File: config.mk
export PLATFORM = sky130hd
export DESIGN_NAME = acac_top
export DESIGN_NICKNAME = d
export VERILOG_FILES = /design/src/hdl/acac_pkg.sv /design/src/hdl/acac_top.sv
export VERILOG_INCLUDE_DIRS = /design/src /design/src/hdl
export SDC_FILE = /design/constraint.sdc
export NUM_CORES = 1
export LEC_CHECK = 0
export BUFFER_PORTS_ARGS = -buffer_cell sky130_fd_sc_hd__buf_2
export CAP_MARGIN = 10
export CORE_ASPECT_RATIO = 1.5
export CORE_MARGIN = 4
export CORE_UTILIZATION = 28
export DETAILED_ROUTE_END_ITERATION = 6
export PLACE_DENSITY_LB_ADDON = 0.15
export SKIP_CTS_REPAIR_TIMING = 1
export SLEW_MARGIN = 10
export SYNTH_ARGS = -nofsm -noshare
export SYNTH_HDL_FRONTEND = slang
export SYNTH_SLANG_ARGS = --single-unit
File: constraint.sdc
create_clock -name mclk -period 7.05 [get_ports mclk]
set_input_delay 0 -clock mclk [delete_from_list [all_inputs] [get_ports mclk]]
set_output_delay 0 -clock mclk [all_outputs]
set_load 0.005 [all_outputs]
File: src/hdl/acac_cfg.svh
`ifndef ACAC_CFG_SVH
`define ACAC_CFG_SVH

`define ACAC_CLK_HZ        100000000
`define ACAC_CLK_NS        10
`define ACAC_WAKE_NS       25000
`define ACAC_WAKE_CYC      (`ACAC_WAKE_NS / `ACAC_CLK_NS)
`define ACAC_PULSE_NS      8000
`define ACAC_PULSE_CYC     (`ACAC_PULSE_NS / `ACAC_CLK_NS)
`define ACAC_SPS_0         8
`define ACAC_SPS_1         16
`define ACAC_SPS_2         32
`define ACAC_SPS_3         64
`define ACAC_SPS_4         128
`define ACAC_SPS_5         250
`define ACAC_SPS_6         475
`define ACAC_SPS_7         860
`define ACAC_TMR_W         24

`define ACAC_OFS_CONFIG    8'h00
`define ACAC_OFS_RESULT    8'h04
`define ACAC_OFS_UPPER     8'h08
`define ACAC_OFS_LOWER     8'h0C
`define ACAC_OFS_STATUS    8'h10

`define ACAC_BIT_MODE      0
`define ACAC_BIT_START     1
`define ACAC_BIT_RATE_LO   2
`define ACAC_BIT_RATE_HI   4
`define ACAC_BIT_WINDOW    5
`define ACAC_BIT_POL       6
`define ACAC_BIT_LATCH     7
`define ACAC_BIT_QUEUE_LO  8
`define ACAC_BIT_QUEUE_HI  9

`define ACAC_QUEUE_OFF     2'h3
`define ACAC_QUEUE_RST     2'h3
`define ACAC_RATE_RST      3'h4
`define ACAC_UPPER_RST     16'h7FFF
`define ACAC_LOWER_RST     16'h8000
`define ACAC_GCALL_RESET   8'h06
`define ACAC_LIMIT_TOP     15

`endif

File: src/hdl/acac_pkg.sv
package acac_pkg;

    typedef enum logic [2:0] {
        ACAC_ST_PDOWN = 3'b001,
        ACAC_ST_WAKE  = 3'b010,
        ACAC_ST_CONV  = 3'b100
    } acac_state_t;

    typedef struct packed {
        logic [1:0] queue;
        logic       latch;
        logic       pol;
        logic       window;
        logic [2:0] rate;
        logic       mode;
    } acac_cfg_t;

    typedef struct packed {
        logic        read;
        logic        write;
        logic [7:0]  address;
        logic [31:0] writedata;
        logic [3:0]  byteenable;
    } acac_avm_req_t;

    typedef struct packed {
        acac_state_t st;
        acac_cfg_t   cfg;
        acac_cfg_t   acfg;
        logic        start;
        logic [15:0] upper;
        logic [15:0] lower;
        logic [15:0] result;
        logic [23:0] tmr;
        logic [9:0]  pulse;
        logic [2:0]  qcnt;
        logic        alert;
        logic        alert_hi;
        logic        rdy;
        logic        ack;
        logic [31:0] rdata;
    } acac_reg_t;

endpackage : acac_pkg

File: src/hdl/acac_top.sv
`timescale 1ns/1ps
`include "acac_cfg.svh"

module acac_top #(
    parameter int unsigned CONV_CYC [8] = '{
        `ACAC_CLK_HZ / `ACAC_SPS_0, `ACAC_CLK_HZ / `ACAC_SPS_1,
        `ACAC_CLK_HZ / `ACAC_SPS_2, `ACAC_CLK_HZ / `ACAC_SPS_3,
        `ACAC_CLK_HZ / `ACAC_SPS_4, `ACAC_CLK_HZ / `ACAC_SPS_5,
        `ACAC_CLK_HZ / `ACAC_SPS_6, `ACAC_CLK_HZ / `ACAC_SPS_7}
) (
    input  wire logic                   mclk,
    input  wire logic                   nrst,
    input  wire acac_pkg::acac_avm_req_t avm_req,
    output logic                        avm_waitrequest,
    output logic [31:0]                 avm_readdata,
    input  wire logic [15:0]            adc_result,
    output logic                        analog_power_on,
    output logic                        conversion_busy,
    input  wire logic                   gcall_valid,
    input  wire logic [7:0]             gcall_cmd,
    input  wire logic                   ara_won,
    output logic                        ara_respond,
    output logic                        ara_status,
    output logic                        alert_o,
    output logic                        alert_oe
);
    import acac_pkg::*;

    ////////////////////////////////////////////////////////////////////////////////

    localparam acac_cfg_t CFG_RST = '{
        queue:  `ACAC_QUEUE_RST,
        latch:  1'b0,
        pol:    1'b0,
        window: 1'b0,
        rate:   `ACAC_RATE_RST,
        mode:   1'b1
    };

    localparam acac_reg_t REG_RST = '{
        st:       ACAC_ST_PDOWN,
        cfg:      CFG_RST,
        acfg:     CFG_RST,
        start:    1'b0,
        upper:    `ACAC_UPPER_RST,
        lower:    `ACAC_LOWER_RST,
        result:   16'h0000,
        tmr:      24'h000000,
        pulse:    10'h000,
        qcnt:     3'h0,
        alert:    1'b0,
        alert_hi: 1'b0,
        rdy:      1'b0,
        ack:      1'b0,
        rdata:    32'h00000000
    };

    acac_reg_t  q;
    acac_reg_t  d;
    logic       req;
    logic       rdy_mode;
    logic       enabled;
    logic       asserted;
    logic       pin_level;
    logic       above;
    logic       below;
    logic       out_lim;
    logic [2:0] need;
    logic [2:0] qnext;
    logic       trig;
    logic [15:0] wmask;

    function automatic logic [23:0] conv_load(input logic [2:0] rate);
        conv_load = 24'(CONV_CYC[rate] - 1);
    endfunction : conv_load

    ////////////////////////////////////////////////////////////////////////////////
    // Ready signalling is chosen live from the limit registers and the queue setting.

    assign rdy_mode  = q.upper[`ACAC_LIMIT_TOP] & ~q.lower[`ACAC_LIMIT_TOP]
                     & (q.cfg.queue != `ACAC_QUEUE_OFF);
    assign enabled   = (q.cfg.queue != `ACAC_QUEUE_OFF);
    assign asserted  = rdy_mode ? q.rdy : q.alert;
    assign pin_level = asserted ? q.cfg.pol : ~q.cfg.pol;
    // The pin is only ever pulled low; a high level is left to the pull-up.
    assign alert_o   = 1'b0;
    assign alert_oe  = enabled & ~pin_level;

    assign ara_respond     = q.alert & ~rdy_mode & enabled;
    assign ara_status      = q.alert_hi;
    assign avm_readdata    = q.rdata;
    assign analog_power_on = (q.st != ACAC_ST_PDOWN);
    assign conversion_busy = (q.st != ACAC_ST_PDOWN);

    assign req             = (avm_req.read | avm_req.write) & ~q.ack;
    assign avm_waitrequest = (avm_req.read | avm_req.write) & ~q.ack;
    assign wmask           = {{8{avm_req.byteenable[1]}}, {8{avm_req.byteenable[0]}}};

    ////////////////////////////////////////////////////////////////////////////////
    // Comparator inputs: live limit registers, with window and queue settings frozen at conversion start.

    always_comb begin
        above   = $signed(adc_result) > $signed(q.upper);
        below   = $signed(adc_result) < $signed(q.lower);
        out_lim = q.acfg.window ? (above | below) : above;
        case (q.acfg.queue)
            2'h0:    need = 3'h1;
            2'h1:    need = 3'h2;
            default: need = 3'h4;
        endcase
        qnext = out_lim ? ((q.qcnt == 3'h4) ? q.qcnt : q.qcnt + 3'h1) : 3'h0;
        // A disabled comparator must not leave a stale alert for a later enable.
        trig  = out_lim & (qnext >= need) & (q.acfg.queue != `ACAC_QUEUE_OFF);
    end

    ////////////////////////////////////////////////////////////////////////////////

    always_comb begin
        d     = q;
        d.ack = req;

        // Register bus: one wait cycle, answer on the second edge.
        if (req && avm_req.write) begin
            case (avm_req.address)
                `ACAC_OFS_CONFIG: begin
                    if (avm_req.byteenable[0]) begin
                        d.cfg.mode   = avm_req.writedata[`ACAC_BIT_MODE];
                        d.cfg.rate   = avm_req.writedata[`ACAC_BIT_RATE_HI:`ACAC_BIT_RATE_LO];
                        d.cfg.window = avm_req.writedata[`ACAC_BIT_WINDOW];
                        d.cfg.pol    = avm_req.writedata[`ACAC_BIT_POL];
                        d.cfg.latch  = avm_req.writedata[`ACAC_BIT_LATCH];
                        if (avm_req.writedata[`ACAC_BIT_START] && q.st == ACAC_ST_PDOWN) begin
                            d.start = 1'b1;
                        end
                    end
                    if (avm_req.byteenable[1]) begin
                        d.cfg.queue = avm_req.writedata[`ACAC_BIT_QUEUE_HI:`ACAC_BIT_QUEUE_LO];
                    end
                end
                `ACAC_OFS_UPPER: d.upper = (q.upper & ~wmask) | (avm_req.writedata[15:0] & wmask);
                `ACAC_OFS_LOWER: d.lower = (q.lower & ~wmask) | (avm_req.writedata[15:0] & wmask);
                default: ;
            endcase
        end

        if (req && avm_req.read) begin
            case (avm_req.address)
                `ACAC_OFS_CONFIG: d.rdata = {22'h000000, q.cfg.queue, q.cfg.latch, q.cfg.pol,
                                             q.cfg.window, q.cfg.rate, q.start, q.cfg.mode};
                `ACAC_OFS_RESULT: begin
                    d.rdata = {16'h0000, q.result};
                    d.alert = 1'b0;
                end
                `ACAC_OFS_UPPER:  d.rdata = {16'h0000, q.upper};
                `ACAC_OFS_LOWER:  d.rdata = {16'h0000, q.lower};
                `ACAC_OFS_STATUS: d.rdata = {26'h0000000, rdy_mode, asserted, q.alert_hi,
                                             q.alert, analog_power_on, conversion_busy};
                default:          d.rdata = 32'h00000000;
            endcase
        end

        // Winning arbitration on the alert response clears the latched alert.
        if (ara_won && ara_respond) begin
            d.alert = 1'b0;
        end

        // Continuous ready pulse times out here; a new end of conversion below wins.
        if (q.pulse != 10'h000) begin
            d.pulse = q.pulse - 10'h001;
        end else if (q.acfg.mode == 1'b0 && rdy_mode) begin
            d.rdy = 1'b0;
        end

        case (q.st)
            ACAC_ST_PDOWN: begin
                if (q.cfg.mode == 1'b0 || q.start) begin
                    d.st  = ACAC_ST_WAKE;
                    d.tmr = 24'(`ACAC_WAKE_CYC - 1);
                end
            end
            ACAC_ST_WAKE: begin
                if (q.tmr == 24'h000000) begin
                    d.st    = ACAC_ST_CONV;
                    d.start = 1'b0;
                    d.acfg  = d.cfg;
                    d.tmr   = conv_load(d.cfg.rate);
                    d.rdy   = 1'b0;
                end else begin
                    d.tmr = q.tmr - 24'h000001;
                end
            end
            ACAC_ST_CONV: begin
                if (q.tmr == 24'h000000) begin
                    d.result = adc_result;
                    d.qcnt   = qnext;
                    if (rdy_mode) begin
                        d.rdy = 1'b1;
                        if (q.acfg.mode == 1'b0) begin
                            d.pulse = 10'(`ACAC_PULSE_CYC - 1);
                        end
                    end else if (trig) begin
                        // A set wins over a clear made in the same cycle.
                        d.alert    = 1'b1;
                        d.alert_hi = q.acfg.window ? above : 1'b1;
                    end else if (!q.acfg.latch) begin
                        if (q.acfg.window ? !out_lim : below) begin
                            d.alert = 1'b0;
                        end
                    end
                    // The live mode setting picks restart or power-down; new settings take the next conversion.
                    if (q.cfg.mode == 1'b0) begin
                        d.acfg = q.cfg;
                        d.tmr  = conv_load(q.cfg.rate);
                    end else begin
                        d.st = ACAC_ST_PDOWN;
                    end
                end else begin
                    d.tmr = q.tmr - 24'h000001;
                end
            end
            default: d.st = ACAC_ST_PDOWN;
        endcase

        // General-call reset acts as a power-up; the bus handshake still completes, but the read data keeps its previous value.
        if (gcall_valid && gcall_cmd == `ACAC_GCALL_RESET) begin
            d       = REG_RST;
            d.ack   = req;
            d.rdata = q.rdata;
        end
    end

    always_ff @(posedge mclk or negedge nrst) begin
        if (!nrst) begin
            q <= REG_RST;
        end else begin
            q <= d;
        end
    end

endmodule : acac_top

==> results of run 1 <==
==> sequential cells by signal, summed over array words and instances, names as in the netlist <==
| name | count |
|---|---|
| ara_status | 1 |
| avm_readdata | 16 |
| q | 106 |
==> worst max-delay path: cells and delay by family (launching register included) <==
family                     cells  cell delay, ns
AOI/OAI and AO/OA              2            0.65
xor gates and xnor gates       1            0.12
adders and majority gates      2            0.61
buffers and inverters          1            0.18
DFF                            1            0.40
muxes                          1            0.66
and+or+nand+nor                6            1.63
==> per-layer routing <==
layer | global-route usage | vias to the layer above | routed length (um)
met5 | 0 | - | 0
met4 | 0.0804 | 0 | 1100
met3 | 0.0255 | 54 | 1200
met2 | 0.311 | 241 | 15400
met1 | 0.202 | 3850 | 12000
li1 | - | 3814 | -
==> layout by cell type, fill, tap and decap left out, types with 6 or more instances in the layout <==
| cell type | synthesis | final |
|---|---|---|
| o31ai_1 | 17 | 17 |
| mux2i_1 | 25 | 25 |
| buf_4 | 39 | 10 |
| clkbuf_16 | 0 | 17 |
| nor2_1 | 80 | 80 |
| o211ai_1 | 21 | 21 |
| a22oi_1 | 6 | 6 |
| dlygate4sd3_1 | 0 | 36 |
| and2_1 | 7 | 7 |
| o21ai_0 | 69 | 68 |
| a21oi_1 | 96 | 96 |
| nor4_1 | 9 | 9 |
| a211oi_1 | 8 | 8 |
| nand4_1 | 11 | 11 |
| buf_2 | 12 | 76 |
| a31oi_1 | 13 | 13 |
| dfstp_2 | 24 | 24 |
| nand3_1 | 17 | 17 |
| xnor2_1 | 12 | 12 |
| o22ai_1 | 6 | 6 |
| conb_1 | 1 | 17 |
| nand2b_1 | 12 | 12 |
| and3_1 | 11 | 11 |
| a32oi_1 | 7 | 7 |
| ha_1 | 53 | 53 |
| a21o_1 | 10 | 10 |
| nor2b_1 | 13 | 13 |
| nand2_1 | 140 | 140 |
| xor2_1 | 11 | 11 |
| nor3b_1 | 6 | 6 |
| inv_1 | 51 | 51 |
| dfrtp_1 | 99 | 99 |
| nor3_1 | 21 | 21 |
==> layout make-up <==
type / count / area [sq um]
clock buffers: 24 / 472
clock inverters: 8 / 120
fillers: 3287 / 20300
inverters: 52 / 195
multi-input cells: 787 / 4940
flip-flops and latches: 123 / 3110
well taps: 400 / 500
repair buffers: 123 / 827
==> final timing paths <==
kind,cells past startpoint,startpoint,end
max in group asynchronous,3,nrst,q[52]
worst min-delay path,3,avm_req[39],avm_readdata[15]
worst max-delay path,13,q[32],q[53]
min in group asynchronous,2,nrst,q[84]
worst max register to register,13,q[32],q[53]
worst min register to register,1,avm_readdata[6],avm_readdata[6]
==> logic make-up after synthesis <==
family                     share of synthesized area
muxes                                         0.0301
other                                       0.000431
AOI/OAI and AO/OA                              0.226
DFF                                            0.358
xor gates and xnor gates                      0.0232
adders and majority gates                     0.0763
and+or+nand+nor                                0.206
buffers and inverters                         0.0812
==> through the flow <==
step / power [mW] / area [sq um] / instances / worst slack [ns]
after global placement: 1.50 / 9210 / 1449 / 2.74
after CTS: 2.42 / 9800 / 1481 / 2.74
after floorplan: 1.29 / 8750 / 1055 / 3.65
after global routing: 2.55 / 10200 / 1517 / 2.45
after detailed placement: 1.50 / 9210 / 1449 / 2.70
final: 2.42 / 10200 / 1517 / 2.72
==> power by group through the flow <==
stage          clock, mW  sequential (mW)  combinational (mW)
6_report           0.913            0.843               0.662
2_1_floorplan          0            0.833               0.452
3_3_place_gp           0            0.854               0.644
4_1_cts            0.931            0.842               0.649
5_1_grt            0.960            0.853               0.740
3_5_place_dp           0            0.854               0.643
==> results.toml, run 1 <==
[outcome]
outcome = "finished clean"

[power_and_ir_drop]
power_frac_comb = 0.274
clkPwrFrac = 0.378
p_seq_frac = 0.348
p_switching_mw = 0.828
leakagePower_nw = 4.49
swShare = 0.343
intPower_mw = 1.59
powerDensity_nw_per_um2 = 238
peakVddDrop_mv = 0.185

[setup_path]
critical-path-max-stage-delay_ns = 0.73
required_ns = 7.43
slowest_stage = "nor3_4"
critical_path_arrival_ns = 4.70
path_cells = "nand3b_1 > nor3_4 > mux2i_1 > inv_1 > ha_1 > nand2b_1 > ha_1 > nor2b_1 > nand2b_1 > xnor2_1 > o221ai_1 > a2111o_1 > nand2_1"
critical_path.endpoint_type = "flip-flop"
critical_path_class = "flip-flop to flip-flop"
crit_path_start_kind = "flip-flop"
regToRegSetupSlack_ns = 2.72
critical_path.max_fanout = 17

[global_route]
grt_start_max_net_pins = 74
grt_pass1_vias = 7747
grt_use_total = 0.173
grt_pass1_wl_um = 46300
grt.overflow.total = 0
antenna_found_initial = 0

[cts]
htree_levels = 4
clock_sinks = 123
cts-root-buf = "clkbuf_16"
cts_tree = "done"
clk_path_buf_depth = 2
cts_buffers = 17
path_clk_slew_ns = 0.06
clkLatencyLatePin_ns = 0.44

[synthesis]
synth_area_sq_um = 8690
yosysWarningCount = 0
synth_area_leader_cell = "dfrtp_1"
synthCells = 1039
syn_avg_cell_area_sq_um = 8.36
ys_types = 78
yosysMostFrequentCell = "nand2_1"
ys_seq_area_frac = 0.358
yosysTopAreaCellShare = 0.285
synth_top_cells_by_count = "nand2_1 (140), dfrtp_1 (99), a21oi_1 (96)"
synthArstFlopShare = 1.00
synth_ff_type = "dfrtp_1"
synthTopCellsByArea = "dfrtp_1 (29%), ha_1 (7.6%), dfstp_2 (7.3%), nand2_1 (6.0%), a21oi_1 (5.5%)"
synth_seq_cells = 123
synth_edf_count = 0

[timing]
tightest_slew_ns = 1.03
clock.fmax_mhz = 231
hold_slack_ns = 0.0852
fin_crit_sh = 0.614
setup_viol = 0
tns_ns = 0
final_hold_viol_count = 0
rsz0062_at_grt = "no"
slew-limit-headroom = 0.309
finalMaxSlewViolations = 0
period_needed_ns = 4.33
finClkSkew_ns = 0.0101

[cells_and_area]
diodes = 0
nets = 1231
final_util = 0.334
drive_gt1_frac = 0.141
areaGrowthSynthToFinish_pct = 16.9

[detailed_routing]
ant_nets = 0
wire_per_inst_um = 19.6
routed_via_density = 5.25
drt-total-wl_um = 29800
dr.pass1.iters = 7
vias = 7959
drc_errors = 0
drt-initial-drc-count = 539

[min_path]
hold_class = "input port to flip-flop"

[die]
die_h_um = 224
start_util = 0.285
fp-row-count = 78
dieWidth_um = 152
die_area_sq_um = 34000
core_sq_um = 30400
num_io_pins = 113

[job]
drv_cap = 0

[placed_design]
hpwlAfterDp_um = 21500
port_buffers = 77
place.gp.congestion = 0.869
No activity file was read; power rests on OpenSTA's default activity.
==> run 2: changes to the inputs <==
clock period = 4.4 ns   (was 7.05 ns; I/O delays follow)
==> results.toml, run 2 (same netlist as run 1, synthesis figures left out) <==
[outcome]
outcome = "complete, but fails checks"
violations = "negative hold slack"

[cells_and_area]
top_register = "q"
final_util = 0.336
seqCellArea_sq_um = 3110
diodes = 0
layout.cells.most_common = "nand2_1"
multi_input_area_sq_um = 4940
areaGrowthSynthToFinish_pct = 17.7
nets = 1239
layout_common_cells = "nand2_1 (140), dfrtp_1 (99), a21oi_1 (96), nor2_1 (80), buf_2 (76)"
fill_cells = 3292
largest_reg_flops = 106
drive_gt1_frac = 0.149

[global_route]
grt_pass1_vias = 7902
grt_start_max_net_pins = 83
grt.overflow.total = 0
grt_use_total = 0.175
antenna_found_initial = 0
grt_pass1_wl_um = 46400

[setup_path]
critical-path-max-stage-delay_ns = 0.38
critical_path_arrival_ns = 3.94
critical_path_class = "flip-flop to flip-flop"
path_cells = "inv_1 > ha_1 > a21o_1 > a211oi_1 > nand4b_1 > a311oi_1 > o31a_1 > or2_2 > o21ai_0 > ha_1 > nand2b_1 > a21o_1 > a21oi_1 > a21oi_1 > a32o_1 > o21ai_0 > a21oi_1"
slowest_stage = "dfrtp_1"
regToRegSetupSlack_ns = 0.75
crit_path_start_kind = "flip-flop"
crit_top_cell = "a21oi_1"
required_ns = 4.69
critical_path.endpoint_type = "flip-flop"
critical_path.max_fanout = 6

[timing]
rsz0062_at_grt = "no"
slew-limit-headroom = 0.284
clock.fmax_mhz = 274
final_hold_viol_count = 1
period_needed_ns = 3.65
finalMaxSlewViolations = 0
hold_slack_ns = -0.0478
setup_viol = 0
tns_ns = 0
finClkSkew_ns = 0.00797
tightest_slew_ns = 1.07
fin_crit_sh = 0.830

[die]
dieWidth_um = 152
die_area_sq_um = 34000
fp-row-count = 78
start_util = 0.285
num_io_pins = 113
die_h_um = 224
core_sq_um = 30400

[cts]
clock_sinks = 123
clkLatencyLatePin_ns = 0.43
cts_tree = "done"
clk_path_buf_depth = 2
htree_levels = 4
path_clk_slew_ns = 0.06
cts-root-buf = "clkbuf_16"
cts_buffers = 17

[power_and_ir_drop]
peakVddDrop_mv = 0.330
leakagePower_nw = 4.52
powerDensity_nw_per_um2 = 379

[detailed_routing]
vias = 7992
dr.pass1.iters = 5
drc_errors = 0
routed_via_density = 5.24
drt-initial-drc-count = 483
drt-total-wl_um = 30000
ant_nets = 0
wire_per_inst_um = 19.6

[placed_design]
port_buffers = 77
place.gp.congestion = 0.876
hpwlAfterDp_um = 22000

[min_path]
hold_class = "input port to flip-flop"

[job]
drv_cap = 0
-- run 2: final cells by class --
class / instances / share of cell area
clock inverters: 10 / 0.0141
well taps: 400 / 0.0489
inverters: 52 / 0.0191
multi-input cells: 787 / 0.483
flip-flops and latches: 123 / 0.304
clock buffers: 22 / 0.0444
repair buffers: 131 / 0.0865
-- run 2: path summary, 6_finish.rpt --
kind / startpoint / cells after the start / endpoint
max: q[102] / 17 / q[35]
min: ara_won / 4 / q[35]
max reg2reg: q[102] / 17 / q[35]
min reg2reg: avm_readdata[12] / 2 / avm_readdata[12]
max in group asynchronous: nrst / 3 / q[73]
min in group asynchronous: nrst / 2 / q[84]
-- run 2: worst max-delay path: cells and delay by family, from the launching register on --
kind / cells / cell delay, ns
AO/OA/AOI/OAI: 11 / 2.04
adder cells (fa/ha/maj): 2 / 0.58
AND/OR/NAND/NOR: 3 / 0.47
flip-flops: 1 / 0.38
buffers and inverters: 1 / 0.06
-- run 2: power breakdown --
part	total (mW)	switching, mW	internal [mW]
Clock	1.46	0.550	0.906
Combinational	1.07	0.689	0.386
Sequential	1.35	0.100	1.25
Total	3.88	1.34	2.54
-- run 2: metrics by stage --
stage               hold slack (ns)  total power [mW]  cells  cell area, sq um  setup WS (ns)
CTS                          -0.341              3.90   1490              9870          0.707
detailed placement            0.135              2.41   1458              9280          0.672
global placement              0.142              2.41   1458              9280          0.717
floorplan                    -0.296              2.06   1055              8750           1.00
global route                0.00593              4.11   1525             10200          0.457
finish                      -0.0478              3.88   1525             10200          0.749
-- run 2: metal layers --
| metal | share of wire | GRT usage | vias to the layer above |
|---|---|---|---|
| li1 | - | - | 3843 |
| met1 | 0.41 | 0.202 | 3877 |
| met2 | 0.51 | 0.314 | 222 |
| met3 | 0.037 | 0.0296 | 50 |
| met4 | 0.039 | 0.0830 | 0 |
| met5 | 0 | 0 | - |
==> run 3: changes to the inputs <==
clock period = 3.7 ns   (was 4.4 ns; I/O delays follow)
==> results.toml, run 3 (same netlist as run 1, synthesis figures left out) <==
[setup_path]
regToRegSetupSlack_ns = 0.24
critical_path_buf_inv_count = 1
path_cells = "inv_1 > ha_4 > and3_4 > nand4_1 > a211o_1 > nand4_1 > mux2i_2 > or2_4 > o21ai_1 > ha_1 > nand2b_1 > a21o_1 > a21oi_2 > a21oi_2 > a32o_1 > o21ai_0 > a21oi_1"
required_ns = 3.99
critical_path.endpoint_type = "flip-flop"
critical_path.max_fanout = 3
slowest_stage = "dfstp_2"
critical_path_arrival_ns = 3.75
critical_path_class = "flip-flop to flip-flop"
critical-path-max-stage-delay_ns = 0.51
crit_path_start_kind = "flip-flop"
r2r-start = "q[119]"
ff2ff_path_depth = 17
timing.rr.end = "q[35]"
crit_family = "compound AO/OA/AOI/OAI gates"

[global_route]
grt_start_max_net_pins = 61
grt_pass1_vias = 7904
antenna_found_initial = 0
grt_use_total = 0.178
grt_pass1_wl_um = 47000
grt.overflow.total = 0

[cells_and_area]
layout.cells.most_common = "nand2_1"
nets = 1261
diodes = 0
layout_common_cells = "nand2_1 (140), dfrtp_1 (99), a21oi_1 (94), nor2_1 (80), buf_2 (76)"
largest_reg_flops = 106
areaGrowthSynthToFinish_pct = 20.8
drive_gt1_frac = 0.174
finalInstanceArea_sq_um = 10500
top_register = "q"

[cts]
path_clk_slew_ns = 0.06
cts_buffers = 17
cts-root-buf = "clkbuf_16"
htree_levels = 4
clk_path_buf_depth = 2
clkLatencyLatePin_ns = 0.44
cts_tree = "done"
clock_sinks = 123

[detailed_routing]
vias = 7989
routed_via_density = 5.16
dr.pass1.iters = 7
drc_errors = 0
drt-total-wl_um = 30300
ant_nets = 0
wire_per_inst_um = 19.6
drt-initial-drc-count = 501

[die]
die_h_um = 224
start_util = 0.285
core_sq_um = 30400
dieWidth_um = 152
num_io_pins = 113
fp-row-count = 78
die_area_sq_um = 34000

[timing]
final_hold_viol_count = 0
rsz0062_at_grt = "no"
tns_ns = 0
finClkSkew_ns = 0.0115
setup_viol = 0
period_needed_ns = 3.46
worst_slack_ns = 0.240
finalMaxSlewViolations = 0
slew-limit-headroom = 0.260
tightest_slew_ns = 1.11
fin_crit_sh = 0.935
clock.fmax_mhz = 289

[placed_design]
hpwlAfterDp_um = 22500
port_buffers = 77
place.gp.congestion = 0.883
place_ws_ns = 0.0800
placed_area_sq_um = 9460

[job]
drv_cap = 0

[min_path]
hold_class = "input port to asynchronous set/reset pin"

[power_and_ir_drop]
powerDensity_nw_per_um2 = 452
peakVddDrop_mv = 0.343
leakagePower_nw = 4.65

[outcome]
outcome = "finished clean"
run 3: worst max-delay path by stage:
| stage | depth (start not counted) | start | to | slack [ns] |
|---|---|---|---|---|
| floorplan | 14 | q[32] | q[53] | 0.30 |
| global placement | 17 | q[120] | q[35] | 0.06 |
| detailed placement | 17 | q[120] | q[35] | 0.08 |
| CTS | 17 | q[119] | q[35] | 0.05 |
| global route | 17 | q[119] | q[35] | 0.005 |
| finish | 17 | q[119] | q[35] | 0.24 |
run 3: area by class of cell:
type	count	area, sq um
timing repair buffer	153	1080
fill	3269	20000
multi-input combinational	787	4990
inverter	52	195
tap	400	500
clock buffer	18	439
clock inverter	14	183
sequential	123	3110
run 3: routing by layer:
metal | wire length [um] | vias up | GRT usage | part of all wire
met3 | 1040 | 31 | 0.0245 | 0.034
met4 | 675 | 0 | 0.0621 | 0.022
met2 | 16000 | 198 | 0.325 | 0.53
met5 | 0 | - | 0 | 0
li1 | - | 3894 | - | -
met1 | 12600 | 3866 | 0.212 | 0.42
run 3: power by group:
part           switching, mW  internal [mW]  leakage (nW)
registers              0.120           1.48          1.48
clock network          0.713           1.09         0.295
logic                  0.840          0.503          2.87
run 3: worst register-to-register path, delay by kind of cell (launching register included):
family                   cells  cell delay (ns)
AO/OA/AOI/OAI                8             1.13
adder cells (fa/ha/maj)      2             0.54
buffers and inverters        1             0.07
flip-flops                   1             0.51
multiplexers                 1             0.27
AND/OR/NAND/NOR              5             0.77
run 3: per-stage QoR:
step | util | instances | hold slack [ns] | total power, mW
3_3_place_gp | 0.311 | 1479 | 0.0337 | 2.93
4_1_cts | 0.331 | 1511 | -0.448 | 4.77
3_5_place_dp | 0.311 | 1479 | 0.0344 | 2.92
2_1_floorplan | - | 1055 | -0.296 | 2.45
6_report | 0.345 | 1547 | 0.110 | 4.75
5_1_grt | 0.345 | 1547 | 0.140 | 5.02
